## config.mk

```make
export PLATFORM = sky130hd
export DESIGN_NAME = regulator_control_registers
export DESIGN_NICKNAME = d
export VERILOG_FILES = /design/src/regulator_control_registers.v
export VERILOG_INCLUDE_DIRS = /design/src /design/src/src
export SDC_FILE = /design/constraint.sdc
export NUM_CORES = 1
export LEC_CHECK = 0
export BUFFER_PORTS_ARGS = -buffer_cell sky130_fd_sc_hd__clkbuf_2
export CAP_MARGIN = 30
export CORE_ASPECT_RATIO = 0.5
export CORE_MARGIN = 10
export CORE_UTILIZATION = 55
export CTS_CLUSTER_DIAMETER = 120
export DETAILED_ROUTE_END_ITERATION = 16
export PLACE_DENSITY = 0.84
export SYNTH_ARGS = -nofsm -noshare
export SYNTH_HDL_FRONTEND = slang
export SYNTH_SLANG_ARGS = --single-unit
```

## constraint.sdc

```tcl
create_clock -name sys_clk -period 13.5 [get_ports sys_clk]
set_clock_uncertainty 0.05 [all_clocks]
set_input_delay 1.35 -clock sys_clk [delete_from_list [all_inputs] [get_ports sys_clk]]
set_output_delay 1.35 -clock sys_clk [all_outputs]
set_load 0.01 [all_outputs]
```

## src/regulator_control_registers_regs.vh

```
`ifndef REGULATOR_CONTROL_REGISTERS_REGS_VH
`define REGULATOR_CONTROL_REGISTERS_REGS_VH

// Register indices; byte address is four times the index
`define IDX_BUCK1_CTL 8'h12
`define IDX_BUCK2_PRI 8'h20
`define IDX_BUCK2_SEC 8'h21
`define IDX_BUCK2_CTL 8'h22
`define IDX_BUCK3_PRI 8'h30
`define IDX_BUCK3_SEC 8'h31
`define IDX_BUCK3_CTL 8'h32
`define IDX_BUCK4_PRI 8'h40
`define IDX_BUCK4_SEC 8'h41
`define IDX_BUCK4_CTL 8'h42
`define IDX_LDO5_VOLT 8'h50
`define IDX_LDO5_CTL 8'h51
`define IDX_LDO6_VOLT 8'h58
`define IDX_LDO6_CTL 8'h59
`define IDX_FAULT_STATUS 8'hD0
`define IDX_FAULT_MASK 8'hD1

// Control register field positions
`define CTL_RUN_BIT 7
`define CTL_AUX_BIT 2
`define CTL_IRQEN_BIT 1
`define CTL_PGOOD_BIT 0

// Voltage code field
`define CODE_MSB 5
`define CODE_WIDTH 6

// Reset values
`define RST_CODE 6'h00
`define RST_CTL 6'h00
`define RST_FAULT_STATUS 6'h00
`define RST_FAULT_MASK 6'h00

// Number of regulator channels
`define NUM_CHANNELS 6

`endif

```

## src/regulator_control_registers.v

```verilog
// Contract
// RULE_01: Dual-setpoint bucks apply the primary code while select pin is low.
// RULE_02: Dual-setpoint bucks apply the secondary code while select pin is high.
// RULE_03: Control bit 7 enables the regulator and reads back as written.
// RULE_04: Buck control bit 2 selects 180 degree shifted or in-phase operation.
// RULE_05: Control bit 1 lets the channel fault raise an interrupt, else suppresses.
// RULE_06: Control bit 0 is read-only and reports power-good status.
// RULE_07: LDO control bit 2 enables 1.5k discharge while the channel is shut down.
// RULE_08: LDO channels take one code at 0x50 and 0x58, ignoring the select pin.
// RULE_09: Reserved bits ignore writes and read back as zero.
//
// The APB slave port is this design's own decision.
`timescale 1ns/10ps
`default_nettype none
`include "regulator_control_registers_regs.vh"

module regulator_control_registers (
    // Clock and reset
    input wire sys_clk,
    input wire rst,
    // APB slave
    input wire psel,
    input wire penable,
    input wire pwrite,
    input wire [9:0] paddr,
    input wire [31:0] pwdata,
    input wire [3:0] pstrb,
    output wire pready,
    output reg [31:0] prdata,
    output reg pslverr,
    // Pins and analog status, asynchronous
    input wire setpoint_select_pin,
    input wire [5:0] powerGoodIn,
    input wire [5:0] faultIn,
    // Regulator controls
    output reg [5:0] buck2Code,
    output reg [5:0] buck3Code,
    output reg [5:0] buck4Code,
    output reg [5:0] ldo5Code,
    output reg [5:0] ldo6Code,
    output reg [5:0] regulatorEnable,
    output reg [3:0] buckPhaseShift,
    output reg [1:0] ldoDischarge,
    // Interrupt
    output reg irq
);

    // Two-flop synchronisers for all asynchronous inputs
    // Packing: bit 12 select pin, bits 11:6 power good, bits 5:0 fault levels
    // Two cycles of latency are traded for a clean sample of slow pins
    reg [12:0] syncMeta;
    reg [12:0] syncOut;
    wire selSync;
    wire [5:0] pgoodSync;
    wire [5:0] faultSync;

    // Stored voltage codes
    reg [5:0] buck2Pri;
    reg [5:0] buck2Sec;
    reg [5:0] buck3Pri;
    reg [5:0] buck3Sec;
    reg [5:0] buck4Pri;
    reg [5:0] buck4Sec;
    reg [5:0] ldo5Volt;
    reg [5:0] ldo6Volt;

    // Control bits, one per channel: 0 is buck1 .. 5 is ldo6
    // The same channel order holds on the enable, power-good and fault ports
    reg [5:0] ctlRun;
    reg [5:0] ctlAux;
    reg [5:0] ctlIrqEn;

    // Fault interrupt registers
    reg [5:0] faultPrev;
    reg [5:0] faultStatus;
    reg [5:0] faultMask;
    wire [5:0] faultEvent;
    reg [5:0] next_faultStatus;
    // Status bits that may drive the interrupt line
    wire [5:0] irqCause;

    // Bus decode
    // Each register owns one 32-bit word; bytes 1 to 3 of the word stay empty
    wire [7:0] regIdx;
    wire setupPhase;
    wire accessPhase;
    wire wrEn;
    wire [5:0] wrCode;
    reg [7:0] rdByte;
    reg rdHit;

    assign regIdx = paddr[9:2];
    assign setupPhase = psel & ~penable;
    assign accessPhase = psel & penable;
    // A refused setup blocks the write through the registered error flag
    // Only byte lane 0 carries register data
    assign wrEn = accessPhase & pwrite & pstrb[0] & ~pslverr;
    assign wrCode = pwdata[`CODE_MSB:0]; // RULE_09
    // Zero wait states; the answer is prepared in the setup cycle
    // A slave needing wait states would hold this low until its data stands
    assign pready = 1'b1;

    // The first flop feeds only the second
    always @(posedge sys_clk or posedge rst) begin
        if (rst) begin
            syncMeta <= 13'h0000;
            syncOut <= 13'h0000;
        end else begin
            syncMeta <= {setpoint_select_pin, powerGoodIn, faultIn};
            syncOut <= syncMeta;
        end
    end

    // Unpack the synchronised word
    assign selSync = syncOut[12];
    assign pgoodSync = syncOut[11:6];
    assign faultSync = syncOut[5:0];

    // Build a control byte; reserved bits forced to zero
    // One packing for all six control registers keeps them bit-for-bit alike
    function [7:0] ctlByte;
        input runBit;
        input auxBit;
        input irqBit;
        input pgBit;
        begin
            ctlByte = 8'h00;
            ctlByte[`CTL_RUN_BIT] = runBit; // RULE_03
            ctlByte[`CTL_AUX_BIT] = auxBit;
            ctlByte[`CTL_IRQEN_BIT] = irqBit;
            ctlByte[`CTL_PGOOD_BIT] = pgBit; // RULE_06
        end
    endfunction

    // Voltage code registers; bits 7:6 are never stored
    // Dropping the top bits at the flop makes the zero readback hold by width
    always @(posedge sys_clk or posedge rst) begin
        if (rst) begin
            buck2Pri <= `RST_CODE;
            buck2Sec <= `RST_CODE;
            buck3Pri <= `RST_CODE;
            buck3Sec <= `RST_CODE;
            buck4Pri <= `RST_CODE;
            buck4Sec <= `RST_CODE;
            ldo5Volt <= `RST_CODE;
            ldo6Volt <= `RST_CODE;
        end else if (wrEn) begin
            case (regIdx)
                `IDX_BUCK2_PRI: begin
                    buck2Pri <= wrCode;
                end
                `IDX_BUCK2_SEC: begin
                    buck2Sec <= wrCode;
                end
                `IDX_BUCK3_PRI: begin
                    buck3Pri <= wrCode;
                end
                `IDX_BUCK3_SEC: begin
                    buck3Sec <= wrCode;
                end
                `IDX_BUCK4_PRI: begin
                    buck4Pri <= wrCode;
                end
                `IDX_BUCK4_SEC: begin
                    buck4Sec <= wrCode;
                end
                `IDX_LDO5_VOLT: begin
                    ldo5Volt <= wrCode; // RULE_08
                end
                `IDX_LDO6_VOLT: begin
                    ldo6Volt <= wrCode; // RULE_08
                end
                default: begin
                end
            endcase
        end
    end

    // Control registers; power-good bit is not writable
    // Bit 0 has no flop here: it always reads the live synchronised level
    always @(posedge sys_clk or posedge rst) begin
        if (rst) begin
            ctlRun <= `RST_CTL;
            ctlAux <= `RST_CTL;
            ctlIrqEn <= `RST_CTL;
        end else if (wrEn) begin
            case (regIdx)
                `IDX_BUCK1_CTL: begin
                    ctlRun[0] <= pwdata[`CTL_RUN_BIT]; // RULE_03
                    ctlAux[0] <= pwdata[`CTL_AUX_BIT]; // RULE_04
                    ctlIrqEn[0] <= pwdata[`CTL_IRQEN_BIT]; // RULE_05
                end
                `IDX_BUCK2_CTL: begin
                    ctlRun[1] <= pwdata[`CTL_RUN_BIT]; // RULE_03
                    ctlAux[1] <= pwdata[`CTL_AUX_BIT]; // RULE_04
                    ctlIrqEn[1] <= pwdata[`CTL_IRQEN_BIT]; // RULE_05
                end
                `IDX_BUCK3_CTL: begin
                    ctlRun[2] <= pwdata[`CTL_RUN_BIT]; // RULE_03
                    ctlAux[2] <= pwdata[`CTL_AUX_BIT]; // RULE_04
                    ctlIrqEn[2] <= pwdata[`CTL_IRQEN_BIT]; // RULE_05
                end
                `IDX_BUCK4_CTL: begin
                    ctlRun[3] <= pwdata[`CTL_RUN_BIT]; // RULE_03
                    ctlAux[3] <= pwdata[`CTL_AUX_BIT]; // RULE_04
                    ctlIrqEn[3] <= pwdata[`CTL_IRQEN_BIT]; // RULE_05
                end
                `IDX_LDO5_CTL: begin
                    ctlRun[4] <= pwdata[`CTL_RUN_BIT]; // RULE_03
                    ctlAux[4] <= pwdata[`CTL_AUX_BIT]; // RULE_07
                    ctlIrqEn[4] <= pwdata[`CTL_IRQEN_BIT]; // RULE_05
                end
                `IDX_LDO6_CTL: begin
                    ctlRun[5] <= pwdata[`CTL_RUN_BIT]; // RULE_03
                    ctlAux[5] <= pwdata[`CTL_AUX_BIT]; // RULE_07
                    ctlIrqEn[5] <= pwdata[`CTL_IRQEN_BIT]; // RULE_05
                end
                default: begin
                end
            endcase
        end
    end

    // Rising edge of a synchronised fault is one event
    // A fault held high sets its status bit once; software clears it after
    assign faultEvent = faultSync & ~faultPrev;

    // Mask and channel enable must both agree before a bit reaches the line
    assign irqCause = next_faultStatus & faultMask & ctlIrqEn; // RULE_05

    // Write one to clear; a new event in the same cycle wins
    // The clear acts on the old value so a simultaneous set survives
    always @* begin
        next_faultStatus = faultStatus;
        if (wrEn && regIdx == `IDX_FAULT_STATUS) begin
            next_faultStatus = faultStatus & ~pwdata[5:0];
        end
        next_faultStatus = next_faultStatus | faultEvent;
    end

    // Fault status, mask and interrupt line
    always @(posedge sys_clk or posedge rst) begin
        if (rst) begin
            faultPrev <= 6'h00;
            faultStatus <= `RST_FAULT_STATUS;
            faultMask <= `RST_FAULT_MASK;
            irq <= 1'b0;
        end else begin
            faultPrev <= faultSync;
            faultStatus <= next_faultStatus;
            // Mask bits 7:6 are not stored and read as zero
            if (wrEn && regIdx == `IDX_FAULT_MASK) begin
                faultMask <= pwdata[5:0];
            end
            // Channel enable bit and the per-channel mask bit both gate each status bit
            irq <= |irqCause; // RULE_05
        end
    end

    // Read mux; unmapped or unaligned addresses are flagged
    // Writes decode here as well; their read data is zeroed below
    always @* begin
        rdByte = 8'h00;
        rdHit = 1'b1;
        case (regIdx)
            `IDX_BUCK1_CTL: begin
                rdByte = ctlByte(ctlRun[0], ctlAux[0], ctlIrqEn[0], pgoodSync[0]);
            end
            `IDX_BUCK2_PRI: begin
                rdByte = {2'b00, buck2Pri}; // RULE_09
            end
            `IDX_BUCK2_SEC: begin
                rdByte = {2'b00, buck2Sec}; // RULE_09
            end
            `IDX_BUCK2_CTL: begin
                rdByte = ctlByte(ctlRun[1], ctlAux[1], ctlIrqEn[1], pgoodSync[1]);
            end
            `IDX_BUCK3_PRI: begin
                rdByte = {2'b00, buck3Pri};
            end
            `IDX_BUCK3_SEC: begin
                rdByte = {2'b00, buck3Sec};
            end
            `IDX_BUCK3_CTL: begin
                rdByte = ctlByte(ctlRun[2], ctlAux[2], ctlIrqEn[2], pgoodSync[2]);
            end
            `IDX_BUCK4_PRI: begin
                rdByte = {2'b00, buck4Pri};
            end
            `IDX_BUCK4_SEC: begin
                rdByte = {2'b00, buck4Sec};
            end
            `IDX_BUCK4_CTL: begin
                rdByte = ctlByte(ctlRun[3], ctlAux[3], ctlIrqEn[3], pgoodSync[3]);
            end
            `IDX_LDO5_VOLT: begin
                rdByte = {2'b00, ldo5Volt};
            end
            `IDX_LDO5_CTL: begin
                rdByte = ctlByte(ctlRun[4], ctlAux[4], ctlIrqEn[4], pgoodSync[4]);
            end
            `IDX_LDO6_VOLT: begin
                rdByte = {2'b00, ldo6Volt};
            end
            `IDX_LDO6_CTL: begin
                rdByte = ctlByte(ctlRun[5], ctlAux[5], ctlIrqEn[5], pgoodSync[5]);
            end
            `IDX_FAULT_STATUS: begin
                rdByte = {2'b00, faultStatus};
            end
            `IDX_FAULT_MASK: begin
                rdByte = {2'b00, faultMask};
            end
            default: begin
                rdHit = 1'b0;
            end
        endcase
        if (paddr[1:0] != 2'b00) begin
            rdHit = 1'b0;
        end
    end

    // Answer captured in setup so data comes from flops in access
    always @(posedge sys_clk or posedge rst) begin
        if (rst) begin
            prdata <= 32'h00000000;
            pslverr <= 1'b0;
        end else if (setupPhase) begin
            prdata <= (rdHit && !pwrite) ? {24'h000000, rdByte} : 32'h00000000;
            pslverr <= ~rdHit;
        end else if (!psel) begin
            // The error flag drops once the master leaves the bus
            pslverr <= 1'b0;
        end
    end

    // Applied buck codes follow the select pin; all codes registered for clean outputs
    // All three bucks switch set in the same cycle, so the rails move together
    always @(posedge sys_clk or posedge rst) begin
        if (rst) begin
            buck2Code <= `RST_CODE;
            buck3Code <= `RST_CODE;
            buck4Code <= `RST_CODE;
            ldo5Code <= `RST_CODE;
            ldo6Code <= `RST_CODE;
        end else begin
            buck2Code <= selSync ? buck2Sec : buck2Pri; // RULE_01 RULE_02
            buck3Code <= selSync ? buck3Sec : buck3Pri; // RULE_01 RULE_02
            buck4Code <= selSync ? buck4Sec : buck4Pri; // RULE_01 RULE_02
            // Linear channels never look at the select pin
            ldo5Code <= ldo5Volt; // RULE_08
            ldo6Code <= ldo6Volt; // RULE_08
        end
    end

    // Enables, phase and discharge drives
    // Registered so the analog side sees glitch-free levels
    always @(posedge sys_clk or posedge rst) begin
        if (rst) begin
            regulatorEnable <= 6'h00;
            buckPhaseShift <= 4'h0;
            ldoDischarge <= 2'b00;
        end else begin
            regulatorEnable <= ctlRun; // RULE_03
            buckPhaseShift <= ctlAux[3:0]; // RULE_04
            // Discharge only while the output is shut down
            // It never fights a running regulator: the enable forces it off
            ldoDischarge <= ctlAux[5:4] & ~ctlRun[5:4]; // RULE_07
        end
    end

endmodule

`default_nettype wire

```

# After elaboration in Yosys (flattened, before gate mapping)
# Index checks and enable logic that the tools add are counted.
# W data, S select, Z words.
[word_totals]
elab_cells = 107
inputBits = 64
out_inout_bits = 77
regBits = 186
[op_classes]
mux = 10
reduce_logical = 21
bitwise_logic = 17
eq_ne = 17
[ops]
columns = ["cell", "n"]
rows = [
  ["$pmux W8 S16", 1],
  ["$eq A8 B7 Y1 const B", 7],
  ["$eq A8 B6 Y1 const B", 6],
  ["$reduce_and A2 Y1", 14],
  ["$and A6 B6 Y6", 4],
  ["$mux W6", 4],
  ["$eq A8 B8 Y1 const B", 2],
  ["$reduce_or A16 Y1", 1],
  ["$not A6 Y6", 2],
  ["$eq A8 B5 Y1 const B", 1],
  ["$mux W8", 1],
  ["$or A6 B6 Y6", 1],
  ["$reduce_or A6 Y1", 1],
  ["$and A1 B1 Y1", 5],
  ["$mux W1", 4],
  ["$logic_and A1 B1 Y1", 3],
  ["$not A1 Y1", 3],
  ["$and A2 B2 Y2", 1],
  ["$ne A2 B1 Y1 const B", 1],
  ["$not A2 Y2", 1],
  ["$reduce_bool A2 Y1", 1],
  ["$logic_not A1 Y1", 1],
]

# Longest topological paths before layout
# Gate-level depths: netlist of run 1.
[depth]
word_depth = 10
mapped_depth = 8
depth_no_buf = 5

# Worst setup path before layout of run 1
# OpenSTA, ideal clock, no wires.
[synth_timing]
kind = "in2reg"
startpoint = "input port paddr[5]"
endpoint = "register irq"
path_slack_ns = 10.006
path_stages = 7
t_required_ns = 13.324
t_arrival_ns = 3.318
path_buffers = 2
setup_time_ns = 0.126
path_cell_list = "buf_6 > or4_1 > buf_2 > nor4b_4 > a21oi_1 > or4_1 > a221o_1"
[synth_via]
elab_chain_len = 7
[synth_rtl]
columns = ["item", "line_no", "source"]
rows = [
  ["start: declaration", "regulator_control_registers.v:25", "input wire [9:0] paddr,"],
  ["$eq A8 B8 Y1", "-", ""],
  ["$logic_and A1 B1 Y1 (no source line)", "-", ""],
  ["$mux W6", "regulator_control_registers.v:235", "if (wrEn && regIdx == `IDX_FAULT_STATUS) begin"],
  ["$or A6 B6 Y6", "regulator_control_registers.v:238", "next_faultStatus = next_faultStatus | faultEvent;"],
  ["$and A6 B6 Y6 (2 in a row)", "regulator_control_registers.v:229", "assign irqCause = next_faultStatus & faultMask & ctlIrqEn;"],
  ["$reduce_or A6 Y1", "regulator_control_registers.v:256", "irq <= |irqCause;"],
  ["end signal: assignment", "regulator_control_registers.v:256", ""],
  ["end: declaration", "regulator_control_registers.v:45", "output reg irq"],
]
# Every way passes these cells.
# A chain may end at the register's enable or synchronous reset.

# Final worst setup path of run 1
[layout_timing]
startpoint = "input port paddr[6]"
endpoint = "register irq"
# Same word-level chain as after synthesis.

==> run metrics, run 1 <==
largest net degree at the start of global routing 90; initial core utilization 0.566; Post-synth EDFFs 0; Clock Sinks 161; Final Cycle Share 0.306; CTS max path bufs 2; Lkg Pwr 3.85 nW; top-level port count 141; post-synth top area cell dfrtp_1; Mapped Avg Cell Area 13.2 um^2; RSZ-0062 raised after global routing no; Total Wirelength 16600 um; min cycle time layout 4130 ps; Tot GR Track Use 0.190; Post-Syn Instances 512; status finished, final reports clean; fin nets 656; met1 GRT Util 0.252; asr flop ratio synth 1.00; detail-routed via count per cell 5.86; Layout area overhead 16.1%; Post-Synth Simple-Gate Area 0.102; vias in the first global route 4594; H-tree depth 4; Crit Path Max Fanout 38; largest vdd supply drop 74.3 uV; Slew Limit Headroom 0.271; first-pass GRT wire length 25700 um; met2 usage 0.293; critical path class primary input to flop; grt ovf 0; Worst-path clk slew 60 ps; CTS Buf Count 17; initial antenna violation count 0; GRT busiest layer met2; P_sw 0.220 mW; crit path max-delay cell type and4b_1; hold buffers post-CTS 0; Critical Path AT 4360 ps; post-synthesis cell type count 56; P_int 0.819 mW; min-delay worst type flop to flop; multiplexer share of the synthesized area 0.175; Worst Setup Start Kind primary input; Worst-Margin Slew 1080 ps; Routed WL per cell 21.6 um; Post-Syn Area 6750 um^2; row cnt 28; setup violators final 0; top_reg_cell synth dfrtp_1; post-layout util 0.657; DRC 0; fin. max-slew vios 0; Final Hold Fails 0; setup bufs post-CTS 0; Worst Path Required 13730 ps; flop2flop setup slack 10890 ps; Synth area leaders dfrtp_1, mux2_2, buf_4; Clock Power Share 0.480; post-detail-place hpwl 11300 um; Largest stage delay, worst path 670 ps; largest family of logic cells by synthesized area multiplexers; die area 17400 um^2; Core ar. 11900 um^2; layout cells sized above 1 0.376; die width 177 um; Power Density 133 nW/um^2; PortBufs 86; Synth top cells by count dfrtp_1, mux2_2, nand2_1; Post-Synth Adder-Cell Area 0; top cell type's share of synthesized area 0.597; DRT antenna net count 0; count leader, synth dfrtp_1; Seq pwr share 0.475; first-pass iteration count of the detailed router 5; root buffer cell clkbuf_16; post-CTS sizing 0; CP cell instances clkbuf_2, and4b_1, nor4b_4, a21oi_1, or4_1, a221o_1; TritonCTS clock tree yes; Sw Share 0.212; # diodes 0; Die H 98.3 um; GR met3 Demand/Resource 0.0503; crit end category flop; Setup TNS Final 0 ps; DRT iter0 DRCs 444; Yosys reg bits 161; routability cong. 0.938; complex-gate fraction of the synthesized area 0.0762; largest registers syncMeta (13), syncOut (13), prdata (7); proportion of synthesized chip area in sequential cells 0.597; clk_lat worst skew 410 ps; synth warn 0; Max Freq 0.242 GHz; max-cap violations 0; fraction of synthesized cell area in xor and xnor cells 0; Comb power frac 0.045; via count 4504
[cells in the final DEF (no fill, tap or decap), types with 4 or more instances in the layout]
cell       instances
conb_1            26
clkinv_2           5
a211oi_1           4
nand2_1           27
and3_1             7
nor2b_1           14
nor2_1            12
nor3_1             6
and3b_1            4
nand2b_1           5
buf_4              4
a22o_1             5
clkbuf_2          87
dfrtp_1          161
mux2i_1           10
nand3_1           10
mux2_2            90
a21oi_1            8
a21o_1             4
bufinv_16          4
clkbuf_16         17
o211ai_1           4
o21ai_0           12
o221ai_1           4
a22oi_1           10
[critical path, delay by kind of cell]
| kind | cells | cell delay [ps] |
|---|---|---|
| AND/OR/NAND/NOR | 3 | 1860 |
| buffers and inverters | 1 | 640 |
| AO/OA/AOI/OAI | 2 | 510 |
[metrics by stage]
stage          instances  hold slack (ps)  area [um^2]  setup WS [ps]  power, mW
4_1_cts              768              299         7830           9430       1.05
6_report             769              297         7830           9370       1.04
2_1_floorplan        536              281         6840           7750      0.537
5_1_grt              769              303         7830           9240       1.07
3_5_place_dp         737              286         7210           9020      0.548
3_3_place_gp         736              282         7200           9050      0.547
[layer usage]
metal / share of wire / routed length (um) / up-vias
li1: - / - / 1965
met1: 0.43 / 7150 / 2273
met2: 0.46 / 7590 / 233
met3: 0.092 / 1530 / 33
met4: 0.019 / 322 / 0
met5: 0 / 0 / -
[layout make-up]
cell class | count | area (um^2)
inverter | 4 | 20.0
sequential | 161 | 4030
tap | 165 | 206
fill | 883 | 4080
timing repair buffer | 92 | 470
multi-input combinational | 316 | 2490
clock inverter | 11 | 161
clock buffer | 20 | 457
[cell families (layout without fill, tap and decap cells)]
| logic type | after synthesis | after routing |
|---|---|---|
| flip-flops | 161 | 161 |
| AND/OR/NAND/NOR | 115 | 115 |
| multiplexers | 103 | 103 |
| AO/OA/AOI/OAI | 72 | 72 |
| buffers and inverters | 59 | 127 |
| other | 2 | 26 |
[power groups by stage]
stage	Sequential [mW]	Combinational, mW	Clock (mW)
after floorplan	0.501	0.0356	0
after global placement	0.502	0.0446	0
after detailed placement	0.503	0.0454	0
after CTS	0.494	0.0460	0.505
after global routing	0.495	0.0512	0.526
final	0.494	0.0464	0.499
[final timing paths]
path                       cells after the start                       to                   from
setup / recovery                               6            irq$_DFF_PP0_               paddr[6]
hold / removal                                 0     syncOut[7]$_DFF_PP0_  syncMeta[7]$_DFF_PP0_
setup reg to reg                               5  buck2Pri[1]$_DFFE_PP0P_    pslverr$_DFFE_PP0P_
hold reg to reg                                0     syncOut[7]$_DFF_PP0_  syncMeta[7]$_DFF_PP0_
max in group asynchronous                      3  ldo6Volt[5]$_DFFE_PP0P_                    rst
min in group asynchronous                      2    syncMeta[9]$_DFF_PP0_                    rst
Note: power is estimated with default switching activity, not from simulation.
==> run 2: changes to the inputs <==
ABC_AREA = 1   (was not set)
CORE_UTILIZATION = 49   (was 55)
PLACE_DENSITY = 0.8   (was 0.84)
clock period = 3.67 ns   (was 13.5 ns; I/O delays follow)
==> run 2 against run 1 <==
Compared with the run above: combinational power increased to 3.6 times the previous value; sequential share of layout area shrank 0.95 points; wire length increased by 2.8%; via count grew 18%; die area is 10% higher; highest routed layer unchanged; synthesized area grew 0.15%; utilization shrank 6.7 points.
==> run metrics, run 2 <==
Synth top cells by count nand2_1, dfrtp_1, o21ai_0 (was dfrtp_1, mux2_2, nand2_1); Seq pwr share 0.489 (was 0.475); first-pass iteration count of the detailed router 7 (was 5); root buffer cell clkbuf_16 (unchanged); largest registers syncMeta (13), syncOut (13), prdata (7) (unchanged); CTS max path bufs 2 (unchanged); total power 3.72 mW (was 1.04 mW); TritonCTS clock tree yes (unchanged); Total Wirelength 17000 um (was 16600 um); flop2flop setup slack 1690 ps (was 10890 ps); crit end category flop (unchanged); via count 5325 (was 4504); initial core utilization 0.500 (was 0.566); routability cong. 0.955 (was 0.938); Yosys reg bits 161 (unchanged); Sw Share 0.257 (was 0.212); row cnt 30 (was 28); Final Cycle Share 0.540; largest vdd supply drop 309 uV (was 74.3 uV); Reg area 4030 um^2 (unchanged); largest net degree at the start of global routing 85 (was 90); final instance area 7980 um^2 (was 7830 um^2); Critical path origin pslverr$_DFFE_PP0P_ (was paddr[6]); detail-routed via count per cell 5.23 (was 5.86); Slew Limit Headroom 0.400 (was 0.271); Tot GR Track Use 0.181 (was 0.190); post-detail-place hpwl 12100 um (was 11300 um); Crit Reg-Reg Endpoint faultMask[2]$_DFFE_PP0P_ (was buck2Pri[1]$_DFFE_PP0P_); Worst-Margin Slew 901 ps (was 1080 ps); fin nets 893 (was 656); most common cell after layout, fill and taps aside nand2_1 (was dfrtp_1); Critical Path AT 2210 ps (was 4360 ps); top_reg_cell synth dfrtp_1 (unchanged); Post-Syn Instances 726 (was 512); Crit Path Max Fanout 16 (was 38); first-pass GRT wire length 26900 um (was 25700 um); Setup TNS Final 0 ps (unchanged); Comb power frac 0.045 (about the same); multi-input gate area in the final layout 2360 um^2 (was 2490 um^2); grt ovf 0 (unchanged); Clock Sinks 161 (unchanged); setup bufs post-CTS 0 (unchanged); asr flop ratio synth 1.00 (unchanged); Worst Setup Start Kind flop (was primary input); layout cells sized above 1 0.213 (was 0.376); Synth area leaders dfrtp_1, nand2_1, o21ai_0 (was dfrtp_1, mux2_2, buf_4); Power Density 466 nW/um^2 (was 133 nW/um^2); top-level port count 141 (unchanged); Post-Syn Area 6760 um^2 (was 6750 um^2); clk_lat worst skew 420 ps (was 410 ps); min cycle time layout 1980 ps; min-delay worst type primary input to async pin (was flop to flop); Max Freq 0.504 GHz; DRT iter0 DRCs 481 (was 444); Clock Power Share 0.466 (was 0.480); crit path capture faultMask[2]$_DFFE_PP0P_ (was irq$_DFF_PP0_); die area 19200 um^2 (was 17400 um^2); Post-synth EDFFs 0 (unchanged); worst r2r src pslverr$_DFFE_PP0P_ (unchanged); P_int 2.76 mW (was 0.819 mW); Mapped Avg Cell Area 9.31 um^2 (was 13.2 um^2); most frequent CP cell nand3_1; Die H 103 um (was 98.3 um); synth warn 0 (unchanged); final worst slack 1690 ps (was 9370 ps); fin. max-slew vios 0 (unchanged); post-synth top area cell dfrtp_1 (unchanged); post-synthesis cell type count 24 (was 56); CTS Buf Count 17 (unchanged); top cell type's share of synthesized area 0.596 (was 0.597); Layout area overhead 18.1% (was 16.1%); Core ar. 13500 um^2 (was 11900 um^2); Lkg Pwr 4.14 nW (was 3.85 nW); H-tree depth 4 (unchanged); die width 186 um (was 177 um); max-cap violations 0 (unchanged); Worst Path Required 3900 ps (was 13730 ps); proportion of synthesized chip area in sequential cells 0.596 (was 0.597); Final Hold Fails 0 (unchanged); count leader, synth nand2_1 (was dfrtp_1); CP cell instances inv_1, nand3_1, nor2_4, nand3_1, nand2_1, o21ai_1 (was clkbuf_2, and4b_1, nor4b_4, a21oi_1, or4_1, a221o_1); critical path class flop to flop (was primary input to flop); Filler cells 1108 (was 883); RSZ-0062 raised after global routing no (unchanged); DRT antenna net count 0 (unchanged); Routed WL per cell 16.7 um (was 21.6 um); P_sw 0.957 mW (was 0.220 mW); post-placement cell area 7250 um^2 (was 7210 um^2); Largest stage delay, worst path 490 ps (was 670 ps); Worst-path clk slew 70 ps (was 60 ps); status finished, final reports clean (unchanged); PortBufs 86 (unchanged); crit path max-delay cell type nand3_1 (was and4b_1); vias in the first global route 5157 (was 4594); # diodes 0 (unchanged); DRC 0 (unchanged); initial antenna violation count 0 (unchanged); setup violators final 0 (unchanged); cells on worst reg2reg path 6 (was 5); worst hold slack 19.2 ps (was 297 ps); most frequent cells in the layout nand2_1, dfrtp_1, clkbuf_2, o21ai_0, nor2_1 (was dfrtp_1, mux2_2, clkbuf_2, nand2_1, conb_1); Setup WS pre-CTS 1520 ps (was 9020 ps)
[run 2: power groups by stage]
stage                     logic (mW)  clock network, mW  registers, mW
after global placement         0.151                  0           1.85
after floorplan                0.118                  0           1.84
after detailed placement       0.156                  0           1.85
final                          0.168               1.73           1.82
after CTS                      0.167               1.75           1.82
after global routing           0.186               1.83           1.82
[run 2: area by class of cell]
class / instances / area share
clock inverters: 15 / 0.0212
clock buffers: 17 / 0.0533
inverters: 46 / 0.0221
well taps: 176 / 0.0276
flip-flops and latches: 161 / 0.505
multi-input cells: 501 / 0.296
repair buffers: 102 / 0.0746
[run 2: per-layer routing]
| layer | part of all wire | track usage | up-vias |
|---|---|---|---|
| li1 | - | - | 2465 |
| met3 | 0.10 | 0.0496 | 27 |
| met4 | 0.016 | 0.0609 | 0 |
| met2 | 0.45 | 0.276 | 255 |
| met1 | 0.43 | 0.244 | 2578 |
| met5 | 0 | 0 | - |
[run 2: cells by family after synthesis]
group | Yosys count | share of synthesized area
simple gates | 371 | 0.243
flops | 161 | 0.596
compound gates | 88 | 0.0652
buf+inv | 88 | 0.0674
mux | 16 | 0.0267
other cells | 2 | 0.00111
[run 2: critical path: cells and delay by family, from the launching register on]
family | cells | cell delay (ps)
simple gates | 4 | 1240
compound gates | 1 | 90
flops | 1 | 380
buf+inv | 1 | 70
[run 2: per-stage QoR]
stage	util	std cells
after CTS	0.590	1017
after global placement	0.537	973
after global routing	0.590	1018
final	0.590	1018
after floorplan	-	750
after detailed placement	0.537	973
[run 2: worst min path at each step]
stage	slack (ps)	to	from	cells past startpoint
2_1_floorplan	280	syncOut[0]$_DFF_PP0_	syncMeta[0]$_DFF_PP0_	0
3_3_place_gp	280	syncOut[11]$_DFF_PP0_	syncMeta[11]$_DFF_PP0_	0
3_5_place_dp	280	syncOut[0]$_DFF_PP0_	syncMeta[0]$_DFF_PP0_	0
4_1_cts	2	syncMeta[9]$_DFF_PP0_	powerGoodIn[3]	1
5_1_grt	80	faultPrev[1]$_DFF_PP0_	rst	2
6_report	20	syncMeta[1]$_DFF_PP0_	rst	2
[run 2: what timing repair did]
item | 4_1_cts | 5_1_grt
hold endpoints to repair | 12 | 1
resized for setup | 0 | 0
hold buffers | 12 | 1
